[src/rtl/ccx_pkg.sv]
// Package of constants and types for the call-and-clear instruction executor
//
// Contract
// RULE1: The call opcode carries an 8-bit target k (0..255) that lands in program_counter[7:0], taking two cycles.
// RULE2: A call pushes program_counter plus one onto stack_head_entry first and changes no status flag.
// RULE3: A call copies status[6:5] into program_counter[10:9] and clears program_counter[8].
// RULE4: file_register_clear_op zeroes the addressed file register (0..31) and sets the zero flag in one cycle.
// RULE5: working_reg_clear_op zeroes the working register and sets the zero flag in one cycle.
// RULE6: watchdog_clear_op resets watchdog_counter to zero in one cycle.
// RULE7: watchdog_clear_op also clears the prescaler only while it is assigned to the watchdog.
// RULE8: watchdog_clear_op sets watchdog_expiry_flag and power_down_flag to one.
package ccx_pkg;

    // ----------------------------------------------------------------
    // Register offsets (byte addresses, low 8 bits)
    // ----------------------------------------------------------------
    localparam logic [7:0] CCX_OFS_INSTR = 8'h00;
    localparam logic [7:0] CCX_OFS_PROG = 8'h04;
    localparam logic [7:0] CCX_OFS_STATUS = 8'h08;
    localparam logic [7:0] CCX_OFS_WREG = 8'h0C;
    localparam logic [7:0] CCX_OFS_STACK = 8'h10;
    localparam logic [7:0] CCX_OFS_DOG = 8'h14;
    localparam logic [7:0] CCX_OFS_CTRL = 8'h18;
    localparam logic [7:0] CCX_OFS_FILE = 8'h80;

    // ----------------------------------------------------------------
    // Field positions
    // ----------------------------------------------------------------
    localparam int CCX_ST_Z = 2;
    localparam int CCX_ST_PWRDN = 3;
    localparam int CCX_ST_EXPIRY = 4;
    localparam int CCX_ST_PG_LO = 5;
    localparam int CCX_ST_PG_HI = 6;
    localparam int CCX_BUSY_BIT = 31;
    localparam int CCX_CTRL_PSA = 0;
    localparam int CCX_STK_HI_LSB = 16;

    // ----------------------------------------------------------------
    // Reset values
    // ----------------------------------------------------------------
    localparam logic [7:0] CCX_STATUS_RST = 8'h18;
    localparam logic [10:0] CCX_PROG_RST = 11'h000;
    localparam logic [11:0] CCX_INSTR_RST = 12'h000;
    localparam logic CCX_PSA_RST = 1'b1;

    // ----------------------------------------------------------------
    // Opcodes and timing
    // ----------------------------------------------------------------
    localparam logic [3:0] CCX_CALL_HI = 4'h9;
    localparam logic [6:0] CCX_FILE_CLR_HI = 7'h03;
    localparam logic [11:0] CCX_WREG_CLR_OP = 12'h040;
    localparam logic [11:0] CCX_DOG_CLR_OP = 12'h004;
    localparam int CCX_CALL_CYCLES = 2;

    typedef enum logic [2:0] {
        CCX_IDLE = 3'b001,
        CCX_EXEC = 3'b010,
        CCX_CALL2 = 3'b100
    } ccx_state_t;

    typedef enum logic [4:0] {
        CCX_OP_OTHER = 5'b00001,
        CCX_OP_CALL = 5'b00010,
        CCX_OP_FILE_CLR = 5'b00100,
        CCX_OP_WREG_CLR = 5'b01000,
        CCX_OP_DOG_CLR = 5'b10000
    } ccx_op_t;

endpackage : ccx_pkg

[src/rtl/ccx_core.sv]
// Call-and-clear executor with AHB-Lite register access
`timescale 1ns/10ps
module ccx_core #(
    parameter int DOG_W = 8,
    parameter int PRE_W = 8
) (
    input wire logic ref_clk,
    input wire logic srst,
    input wire logic hsel,
    input wire logic [31:0] haddr,
    input wire logic [1:0] htrans,
    input wire logic hwrite,
    input wire logic [2:0] hsize,
    input wire logic [31:0] hwdata,
    input wire logic hready,
    output logic hreadyout,
    output logic [31:0] hrdata,
    output logic hresp
);

    // ----------------------------------------------------------------
    // Bus slave
    // ----------------------------------------------------------------
    logic dp_valid;
    logic dp_write;
    logic [7:0] dp_addr;
    logic busy;
    logic wr_en;
    logic [31:0] next_rdata;

    ccx_pkg::ccx_state_t state;
    logic [11:0] instr;
    logic [10:0] program_counter;
    logic [10:0] stack_head_entry;
    logic [10:0] stack_low_entry;
    logic [7:0] status;
    logic [7:0] wreg;
    logic [7:0] file_mem [32];
    logic [DOG_W-1:0] watchdog_counter;
    logic [PRE_W-1:0] prescaler;
    logic pre_on_dog;

    ccx_pkg::ccx_op_t op;
    logic [7:0] imm_k;
    logic [4:0] file_addr;
    logic exec;
    logic do_call;
    logic do_file_clr;
    logic do_wreg_clr;
    logic do_dog_clr;
    logic pre_tick;
    logic dog_expire;

    always_ff @(posedge ref_clk) begin
        if (srst) begin
            dp_valid <= 1'b0;
            dp_write <= 1'b0;
            dp_addr <= 8'h00;
        end else if (hready) begin
            dp_valid <= hsel && htrans[1];
            dp_write <= hwrite;
            dp_addr <= haddr[7:0];
        end
    end

    // Writes stall while an instruction runs, so software and the executor
    // never update the same register in one cycle.
    assign busy = (state != ccx_pkg::CCX_IDLE);
    assign hreadyout = !(dp_valid && dp_write && busy);
    assign wr_en = dp_valid && dp_write && !busy;
    assign hresp = 1'b0;

    always_comb begin
        next_rdata = 32'h0000_0000;
        if (haddr[7:0] >= ccx_pkg::CCX_OFS_FILE) begin
            next_rdata[7:0] = file_mem[haddr[6:2]];
        end else begin
            case (haddr[7:0])
                ccx_pkg::CCX_OFS_INSTR: begin
                    next_rdata[11:0] = instr;
                    next_rdata[ccx_pkg::CCX_BUSY_BIT] = busy;
                end
                ccx_pkg::CCX_OFS_PROG: next_rdata[10:0] = program_counter;
                ccx_pkg::CCX_OFS_STATUS: next_rdata[7:0] = status;
                ccx_pkg::CCX_OFS_WREG: next_rdata[7:0] = wreg;
                ccx_pkg::CCX_OFS_STACK: begin
                    next_rdata[10:0] = stack_head_entry;
                    next_rdata[ccx_pkg::CCX_STK_HI_LSB +: 11] = stack_low_entry;
                end
                ccx_pkg::CCX_OFS_DOG: begin
                    next_rdata[DOG_W-1:0] = watchdog_counter;
                    next_rdata[16 +: PRE_W] = prescaler;
                end
                ccx_pkg::CCX_OFS_CTRL: next_rdata[ccx_pkg::CCX_CTRL_PSA] = pre_on_dog;
                default: next_rdata = 32'h0000_0000;
            endcase
        end
    end

    always_ff @(posedge ref_clk) begin
        if (srst) begin
            hrdata <= 32'h0000_0000;
        end else if (hready && hsel && htrans[1] && !hwrite) begin
            hrdata <= next_rdata;
        end
    end

    // ----------------------------------------------------------------
    // Sequencer
    // ----------------------------------------------------------------
    ccx_decode u_decode (
        .opcode(instr),
        .op(op),
        .imm_k(imm_k),
        .file_addr(file_addr)
    );

    assign exec = (state == ccx_pkg::CCX_EXEC);
    assign do_call = exec && (op == ccx_pkg::CCX_OP_CALL);
    assign do_file_clr = exec && (op == ccx_pkg::CCX_OP_FILE_CLR);
    assign do_wreg_clr = exec && (op == ccx_pkg::CCX_OP_WREG_CLR);
    assign do_dog_clr = exec && (op == ccx_pkg::CCX_OP_DOG_CLR);

    always_ff @(posedge ref_clk) begin
        if (srst) begin
            instr <= ccx_pkg::CCX_INSTR_RST;
        end else if (wr_en && dp_addr == ccx_pkg::CCX_OFS_INSTR) begin
            instr <= hwdata[11:0];
        end
    end

    always_ff @(posedge ref_clk) begin
        if (srst) begin
            state <= ccx_pkg::CCX_IDLE;
        end else begin
            case (state)
                ccx_pkg::CCX_IDLE: begin
                    if (wr_en && dp_addr == ccx_pkg::CCX_OFS_INSTR) begin
                        state <= ccx_pkg::CCX_EXEC;
                    end
                end
                ccx_pkg::CCX_EXEC: begin
                    // The call spends a second cycle while the fetch refills
                    if (do_call) begin // [RULE1]
                        state <= ccx_pkg::CCX_CALL2;
                    end else begin
                        state <= ccx_pkg::CCX_IDLE;
                    end
                end
                ccx_pkg::CCX_CALL2: state <= ccx_pkg::CCX_IDLE;
                default: state <= ccx_pkg::CCX_IDLE;
            endcase
        end
    end

    // ----------------------------------------------------------------
    // Program counter and stack
    // ----------------------------------------------------------------
    always_ff @(posedge ref_clk) begin
        if (srst) begin
            program_counter <= ccx_pkg::CCX_PROG_RST;
        end else if (wr_en && dp_addr == ccx_pkg::CCX_OFS_PROG) begin
            program_counter <= hwdata[10:0];
        end else if (do_call) begin
            program_counter <= {status[ccx_pkg::CCX_ST_PG_HI:ccx_pkg::CCX_ST_PG_LO], 1'b0, imm_k}; // [RULE1] [RULE3]
        end else if (exec) begin
            program_counter <= program_counter + 11'd1;
        end
    end

    // Two-level stack: the older entry falls off the bottom on overflow
    always_ff @(posedge ref_clk) begin
        if (srst) begin
            stack_head_entry <= 11'h000;
            stack_low_entry <= 11'h000;
        end else if (do_call) begin
            stack_head_entry <= program_counter + 11'd1; // [RULE2]
            stack_low_entry <= stack_head_entry;
        end
    end

    // ----------------------------------------------------------------
    // Status, working register, file registers
    // ----------------------------------------------------------------
    always_ff @(posedge ref_clk) begin
        if (srst) begin
            status <= ccx_pkg::CCX_STATUS_RST;
        end else if (wr_en && dp_addr == ccx_pkg::CCX_OFS_STATUS) begin
            status <= hwdata[7:0];
            // An expiry that meets a software write must not be lost
            if (dog_expire) begin
                status[ccx_pkg::CCX_ST_EXPIRY] <= 1'b0;
            end
        end else begin
            if (do_file_clr || do_wreg_clr) begin
                status[ccx_pkg::CCX_ST_Z] <= 1'b1; // [RULE4] [RULE5]
            end
            if (do_dog_clr) begin
                status[ccx_pkg::CCX_ST_EXPIRY] <= 1'b1; // [RULE8]
                status[ccx_pkg::CCX_ST_PWRDN] <= 1'b1; // [RULE8]
            end else if (dog_expire) begin
                status[ccx_pkg::CCX_ST_EXPIRY] <= 1'b0;
            end
        end
    end

    always_ff @(posedge ref_clk) begin
        if (srst) begin
            wreg <= 8'h00;
        end else if (wr_en && dp_addr == ccx_pkg::CCX_OFS_WREG) begin
            wreg <= hwdata[7:0];
        end else if (do_wreg_clr) begin
            wreg <= 8'h00; // [RULE5]
        end
    end

    always_ff @(posedge ref_clk) begin
        if (srst) begin
            for (int i = 0; i < 32; i++) begin
                file_mem[i] <= 8'h00;
            end
        end else if (wr_en && dp_addr >= ccx_pkg::CCX_OFS_FILE) begin
            file_mem[dp_addr[6:2]] <= hwdata[7:0];
        end else if (do_file_clr) begin
            file_mem[file_addr] <= 8'h00; // [RULE4]
        end
    end

    // ----------------------------------------------------------------
    // Watchdog and shared prescaler
    // ----------------------------------------------------------------
    always_ff @(posedge ref_clk) begin
        if (srst) begin
            pre_on_dog <= ccx_pkg::CCX_PSA_RST;
        end else if (wr_en && dp_addr == ccx_pkg::CCX_OFS_CTRL) begin
            pre_on_dog <= hwdata[ccx_pkg::CCX_CTRL_PSA];
        end
    end

    assign pre_tick = pre_on_dog ? (&prescaler) : 1'b1;
    assign dog_expire = pre_tick && (&watchdog_counter) && !do_dog_clr;

    // Timer side of the prescaler is outside this block, so it holds here
    always_ff @(posedge ref_clk) begin
        if (srst) begin
            prescaler <= '0;
        end else if (do_dog_clr && pre_on_dog) begin
            prescaler <= '0; // [RULE7]
        end else if (pre_on_dog) begin
            prescaler <= prescaler + 1'b1;
        end
    end

    always_ff @(posedge ref_clk) begin
        if (srst) begin
            watchdog_counter <= '0;
        end else if (do_dog_clr) begin
            watchdog_counter <= '0; // [RULE6]
        end else if (pre_tick) begin
            watchdog_counter <= watchdog_counter + 1'b1;
        end
    end
endmodule : ccx_core

[src/rtl/ccx_decode.sv]
// Opcode decoder for the call and clear instructions
`timescale 1ns/10ps
module ccx_decode (
    input wire logic [11:0] opcode,
    output ccx_pkg::ccx_op_t op,
    output logic [7:0] imm_k,
    output logic [4:0] file_addr
);

    always_comb begin
        if (opcode[11:8] == ccx_pkg::CCX_CALL_HI) begin // [RULE1]
            op = ccx_pkg::CCX_OP_CALL;
        end else if (opcode[11:5] == ccx_pkg::CCX_FILE_CLR_HI) begin // [RULE4]
            op = ccx_pkg::CCX_OP_FILE_CLR;
        end else if (opcode == ccx_pkg::CCX_WREG_CLR_OP) begin // [RULE5]
            op = ccx_pkg::CCX_OP_WREG_CLR;
        end else if (opcode == ccx_pkg::CCX_DOG_CLR_OP) begin // [RULE6]
            op = ccx_pkg::CCX_OP_DOG_CLR;
        end else begin
            op = ccx_pkg::CCX_OP_OTHER;
        end
    end

    assign imm_k = opcode[7:0];
    assign file_addr = opcode[4:0];

endmodule : ccx_decode

[config.mk]
export PLATFORM = sky130hd
export DESIGN_NAME = ccx_core
export DESIGN_NICKNAME = d
export VERILOG_FILES = /design/src/rtl/ccx_pkg.sv /design/src/rtl/ccx_core.sv /design/src/rtl/ccx_decode.sv
export SDC_FILE = /design/constraint.sdc
export NUM_CORES = 1
export LEC_CHECK = 0
export ABC_AREA = 1
export BUFFER_PORTS_ARGS = -buffer_cell sky130_fd_sc_hd__buf_2
export CORE_ASPECT_RATIO = 1.75
export CORE_UTILIZATION = 61
export DETAILED_ROUTE_END_ITERATION = 6
export PLACE_DENSITY = 0.81
export SYNTH_ARGS = -nofsm -noshare
export SYNTH_HDL_FRONTEND = slang
export SYNTH_SLANG_ARGS = --single-unit
export TNS_END_PERCENT = 100
[constraint.sdc]
create_clock -name ref_clk -period 2.9 [get_ports ref_clk]
set_input_delay 0.145 -clock ref_clk [delete_from_list [all_inputs] [get_ports ref_clk]]
set_output_delay 0.145 -clock ref_clk [all_outputs]
set_load 0.05 [all_outputs]
# After elaboration in Yosys (flattened, before gate mapping)
# Memories as Yosys holds them, arrays and structs flattened.
# Cells that the tools add are included.
[word_totals]
mem_count = 1
reg_bits = 123
ram_bits = 256
out_inout_bits = 34
inputBits = 74
word_cells = 126
[op_classes]
n_mux = 43
add_sub_neg = 3
eq_ne = 22
order_cmp = 2
reduce_logical = 38
[memory_table]
columns = ["name", "depth", "width", "read_ports", "rd_ports_with_merged_regs", "write_ports", "line", "rtl"]
rows = [
  ["file_mem", 32, 8, 1, 0, 32, "ccx_core.sv:38", "logic [7:0] file_mem [32];"],
]
[op_table]
columns = ["operator", "n"]
rows = [
  ["$pmux W7 S6", 1],
  ["$mux W8", 5],
  ["$mux W11", 3],
  ["$eq A8 B4 Y1 const B", 4],
  ["$eq A8 B5 Y1 const B", 4],
  ["$mux W5", 6],
  ["$mux W24", 1],
  ["$logic_and A1 B1 Y1", 20],
  ["$mux W1", 19],
  ["$add A8 B1 Y8 const B", 2],
  ["$eq A8 B3 Y1 const B", 2],
  ["$ge A8 B8 Y1 const B", 2],
  ["$logic_not A8 Y1", 2],
  ["$pmux W8 S2", 1],
  ["$reduce_and A8 Y1", 2],
  ["$reduce_or A8 Y1", 2],
  ["$eq A12 B3 Y1 const B", 1],
  ["$eq A12 B7 Y1 const B", 1],
  ["$mux W3", 4],
  ["$add A11 B1 Y11 const B", 1],
  ["$pmux W3 S3", 1],
  ["$eq A7 B2 Y1 const B", 1],
  ["$pmux W1 S7", 1],
  ["$pmux W3 S2", 1],
  ["other kinds (14)", 21],
]

# Longest topological paths before layout
[logic_depth]
word_depth = 13
mapped_depth = 12
depth_no_buf = 11

# Modules after synthesis
# Synthesis repeated with hierarchy kept, for this count alone.
[unflattened]
cells_unflattened = 2111
hier_area_um2 = 17369.2
[by_module_without_submodules]
columns = ["module", "n_inst", "cells_each", "area_per_inst_um2"]
rows = [
  ["ccx_core", 1, 2075, 17148.9],
  ["ccx_decode", 1, 36, 220.2],
]

# Worst setup path after synthesis
# OpenSTA, ideal clock, no wires.
[synth_timing]
path_type = "reg-to-reg"
start = "reg instr[9]"
end = "mem file_mem[1][0], enable pin"
stages_incl_launch_ff = 11
n_path_buf = 1
path_slack_ns = 0.656
arrival_time_ns = 1.915
setup_ns = 0.329
required_time_ns = 2.571
path_cell_list = "dfxtp_1 > nor2_1 > nand3_1 > nor2_2 > nand3_1 > buf_2 > o21ai_4 > inv_2 > nor2_4 > nand2_1 > nand2_1"
[synth_lines]
columns = ["item", "line", "rtl"]
rows = [
  ["start: declaration", "ccx_core.sv:32", "logic [11:0] instr;"],
  ["start signal: assignment", "ccx_core.sv:126", "instr <= ccx_pkg::CCX_INSTR_RST;"],
  ["start signal: assignment", "ccx_core.sv:128", "instr <= hwdata[11:0];"],
  ["end: declaration", "ccx_core.sv:38", ""],
]

# Final worst setup path
[layout_timing]
start = "in hready"
end = "reg hrdata[22]"
[layout_between]
elab_chain_len = 3
[layout_lines]
columns = ["item", "line", "rtl"]
rows = [
  ["start: declaration", "ccx_core.sv:15", "input wire logic hready,"],
  ["$logic_and A1 B1 Y1 (3 in a row)", "ccx_core.sv:103", "end else if (hready && hsel && htrans[1] && !hwrite) begin"],
  ["end signal: assignment", "ccx_core.sv:104", "hrdata <= next_rdata;"],
  ["end: declaration", "ccx_core.sv:17", "output logic [31:0] hrdata,"],
]
# No other way between the ends.
# A chain may end at the register's enable or synchronous reset.

==> metrics.yaml <==
logic_synthesis:
  ys.flop_type: "edfxtp_1"
  avgSynthCellArea_um2: 8.27
  synth_edf_count: 256
  syn_area_um2: 17300
  synth_common_cells: "nand2_1 (695), nor2_1 (410), edfxtp_1 (256)"
  synth_top_area_share: 0.444
  ys_types: 37
  synthTopCellsByArea: "edfxtp_1 (44%), nand2_1 (15%), dfxtp_1 (13%)"
  synthCells: 2092
  synth-seq-area-share: 0.577
  post-synth-top-count-cell: "nand2_1"
  synthArstFlopShare: 0
  yosys.area.top_type: "edfxtp_1"
  ys_seq_elements: 371
  yosysWarnings: 0
run_status:
  outcome: "completed"
placement:
  gp_congestion: 0.994
  numPortBuffers: 50
  placed_cell_area_um2: 18000
  hpwl_um: 35000
  post-place-ws_ps: 127
floorplanning:
  die_y_um: 225
  io_pins: 108
  rows: 81
  dieArea_um2: 29100
  start_util: 0.621
  fp.dieW_um: 129
  core_um2: 27900
worst_hold_path:
  holdPathEnd: "dp_addr[5]$_SDFFE_PP0P_"
  hp-start: "haddr[5]"
  hp-class: "in -> reg"
  hold_path_depth: 3
critical_path:
  crit_path_max_fanout: 19
  critical_path.max_stage_delay_ps: 650
  worstSetupPathType: "in -> reg"
  slowest_stage: "nor2_1"
  worst_ep_arrival_time_ps: 3300
  r2r-start: "instr[9]$_SDFFE_PP0P_"
  ff2ff_path_depth: 10
  worstSetupStartpointType: "primary input"
  end_kind: "register"
  cp_cell_sequence: "dlygate4sd3_1, buf_2, nand3_1, nor2_1, nand2_1, nor2_1, nand2_1, a31oi_1"
  r2r_slack_ps: 270
  r2r-end: "file_mem[30][6]$_SDFFCE_PN0P_"
  required_ps: 3350
drt:
  first_pass_iters: 6
  via_per_inst: 5.82
  drt_iter0_markers: 1323
  route.detailed.drc: 0
  vias: 14851
  wl_um: 52400
  routedWlPerCell_um: 20.5
  ant_nets: 0
sta:
  min_period_over_period: 0.984
  setup_violations: 0
  setup_ws_ps: 47.4
  slew_headroom: 0.432
  final.setup.tns_ps: 0
  rsz0062_at_grt: "false"
  max_freq_mhz: 351
  tightest_slew_ps: 848
  min_period_ps: 2850
  hold_viol_final: 0
  slew_violations: 0
  clock_skew_ps: 14.3
final_layout:
  syn_to_final_growth_pct: 12.4
  fin_nets: 2231
  drive_above_1_share: 0.0969
  design_area_um2: 19400
  diodes: 0
run:
  drv_cap: 0
power_and_ir_drop:
  p_int_uw: 8610
  pwr-share-clk: 0.411
  power_switching_uw: 2630
  p_leak_uw: 0.00837
  swShare: 0.234
  ir_drop_mv: 0.499
  seq_power_share: 0.519
  combPwrFrac: 0.070
  p_per_area_nw_per_um2: 578
clock_tree:
  clkTransAtPathRegs_ps: 60
  cts.sinks: 371
  cts_buffers: 35
  clkLatencyLatePin_ps: 540
  tritoncts: "yes"
  cts_max_level: 2
  cts_root_buffer: "clkbuf_16"
  clockBufferDepth: 3
global_route:
  grt_pass1_wl_um: 79000
  track_usage: 0.372
  antenna_found_initial: 3
  grt_max_degree: 93
  grt_pass1_vias: 14537
  grt.overflow.total: 0
## how the worst max path moves through the flow
stage                                from                       endpoint  slack, ps  cells past startpoint
detailed placement  instr[9]$_SDFFE_PP0P_   file_mem[0][6]$_SDFFCE_PN0P_        130                     10
global placement    instr[9]$_SDFFE_PP0P_  file_mem[24][3]$_SDFFCE_PN0P_        200                     10
floorplan           instr[9]$_SDFFE_PP0P_   file_mem[1][0]$_SDFFCE_PN0P_        660                     10
CTS                 instr[9]$_SDFFE_PP0P_   file_mem[0][6]$_SDFFCE_PN0P_        130                     10
global route                       hready        hrdata[22]$_SDFFE_PP0P_         80                      8
finish                             hready        hrdata[22]$_SDFFE_PP0P_         50                      8
## cell families after synthesis
| family | synth area share |
|---|---|
| compound gates | 0.0542 |
| fa+ha+maj | 0.00217 |
| other cells | 0.000217 |
| buf+inv | 0.0467 |
| flops | 0.577 |
| simple gates | 0.312 |
| xor+xnor | 0.00759 |
## cells in the final DEF (no fill, tap or decap), drive strengths merged, types with 21 or more instances in the layout
cell type / n
nand2: 715
clkbuf: 46
nand4: 28
a21oi: 65
nand3: 135
o21ai: 72
inv: 87
nor2: 425
edfxtp: 256
dlygate4sd3: 21
dfxtp: 115
buf: 110
## metrics by stage
stage          instances   util  hold slack [ps]  total power [µW]
2_1_floorplan       2100      -              273              6420
6_report            2551  0.698              119             11200
5_1_grt             2551  0.698              128             11500
3_5_place_dp        2466  0.648              411              6690
4_1_cts             2548  0.696             97.6             11200
3_3_place_gp        2466  0.648              396              6670
## flip-flops by register name (all words and copies together) (netlist names)
register / cells
dp_addr: 8
dp_valid: 1
dp_write: 1
file_mem: 256
hrdata: 24
instr: 12
pre_on_dog: 1
prescaler: 8
program_counter: 11
stack_head_entry: 11
stack_low_entry: 11
state: 3
status: 8
watchdog_counter: 8
wreg: 8
## what timing repair did
action                                  CTS  global route
endpoints found under the hold margin    37             0
gates resized for setup                   0             1
setup buffers                             0             3
endpoints found under the setup margin    0           129
hold buffers                             21             0
## area by class of cell
cell class,count,area (µm²)
sequential,371,9990
fill,2151,8420
multi-input combinational,1524,6540
clock buffer,46,1020
timing repair buffer,131,973
tap,373,467
inverter,91,342
clock inverter,15,120
## routing by layer
layer	part of all wire	global-route usage	up-vias
li1	-	-	6914
met1	0.32	0.380	6861
met2	0.49	0.625	807
met3	0.091	0.0885	267
met4	0.099	0.333	2
met5	0.00025	0	-
## power groups by stage
| stage | Combinational (µW) | Sequential [µW] | Clock [µW] |
|---|---|---|---|
| 6_report | 791 | 5830 | 4620 |
| 5_1_grt | 845 | 5840 | 4820 |
| 4_1_cts | 768 | 5830 | 4640 |
| 3_5_place_dp | 744 | 5940 | 0 |
| 3_3_place_gp | 731 | 5940 | 0 |
| 2_1_floorplan | 485 | 5930 | 0 |
## worst max-delay path, delay by kind of cell
family	cells	cell delay [ps]
simple gates	5	2050
buf+inv	2	810
compound gates	1	290
(Power assumes the default switching activity.)
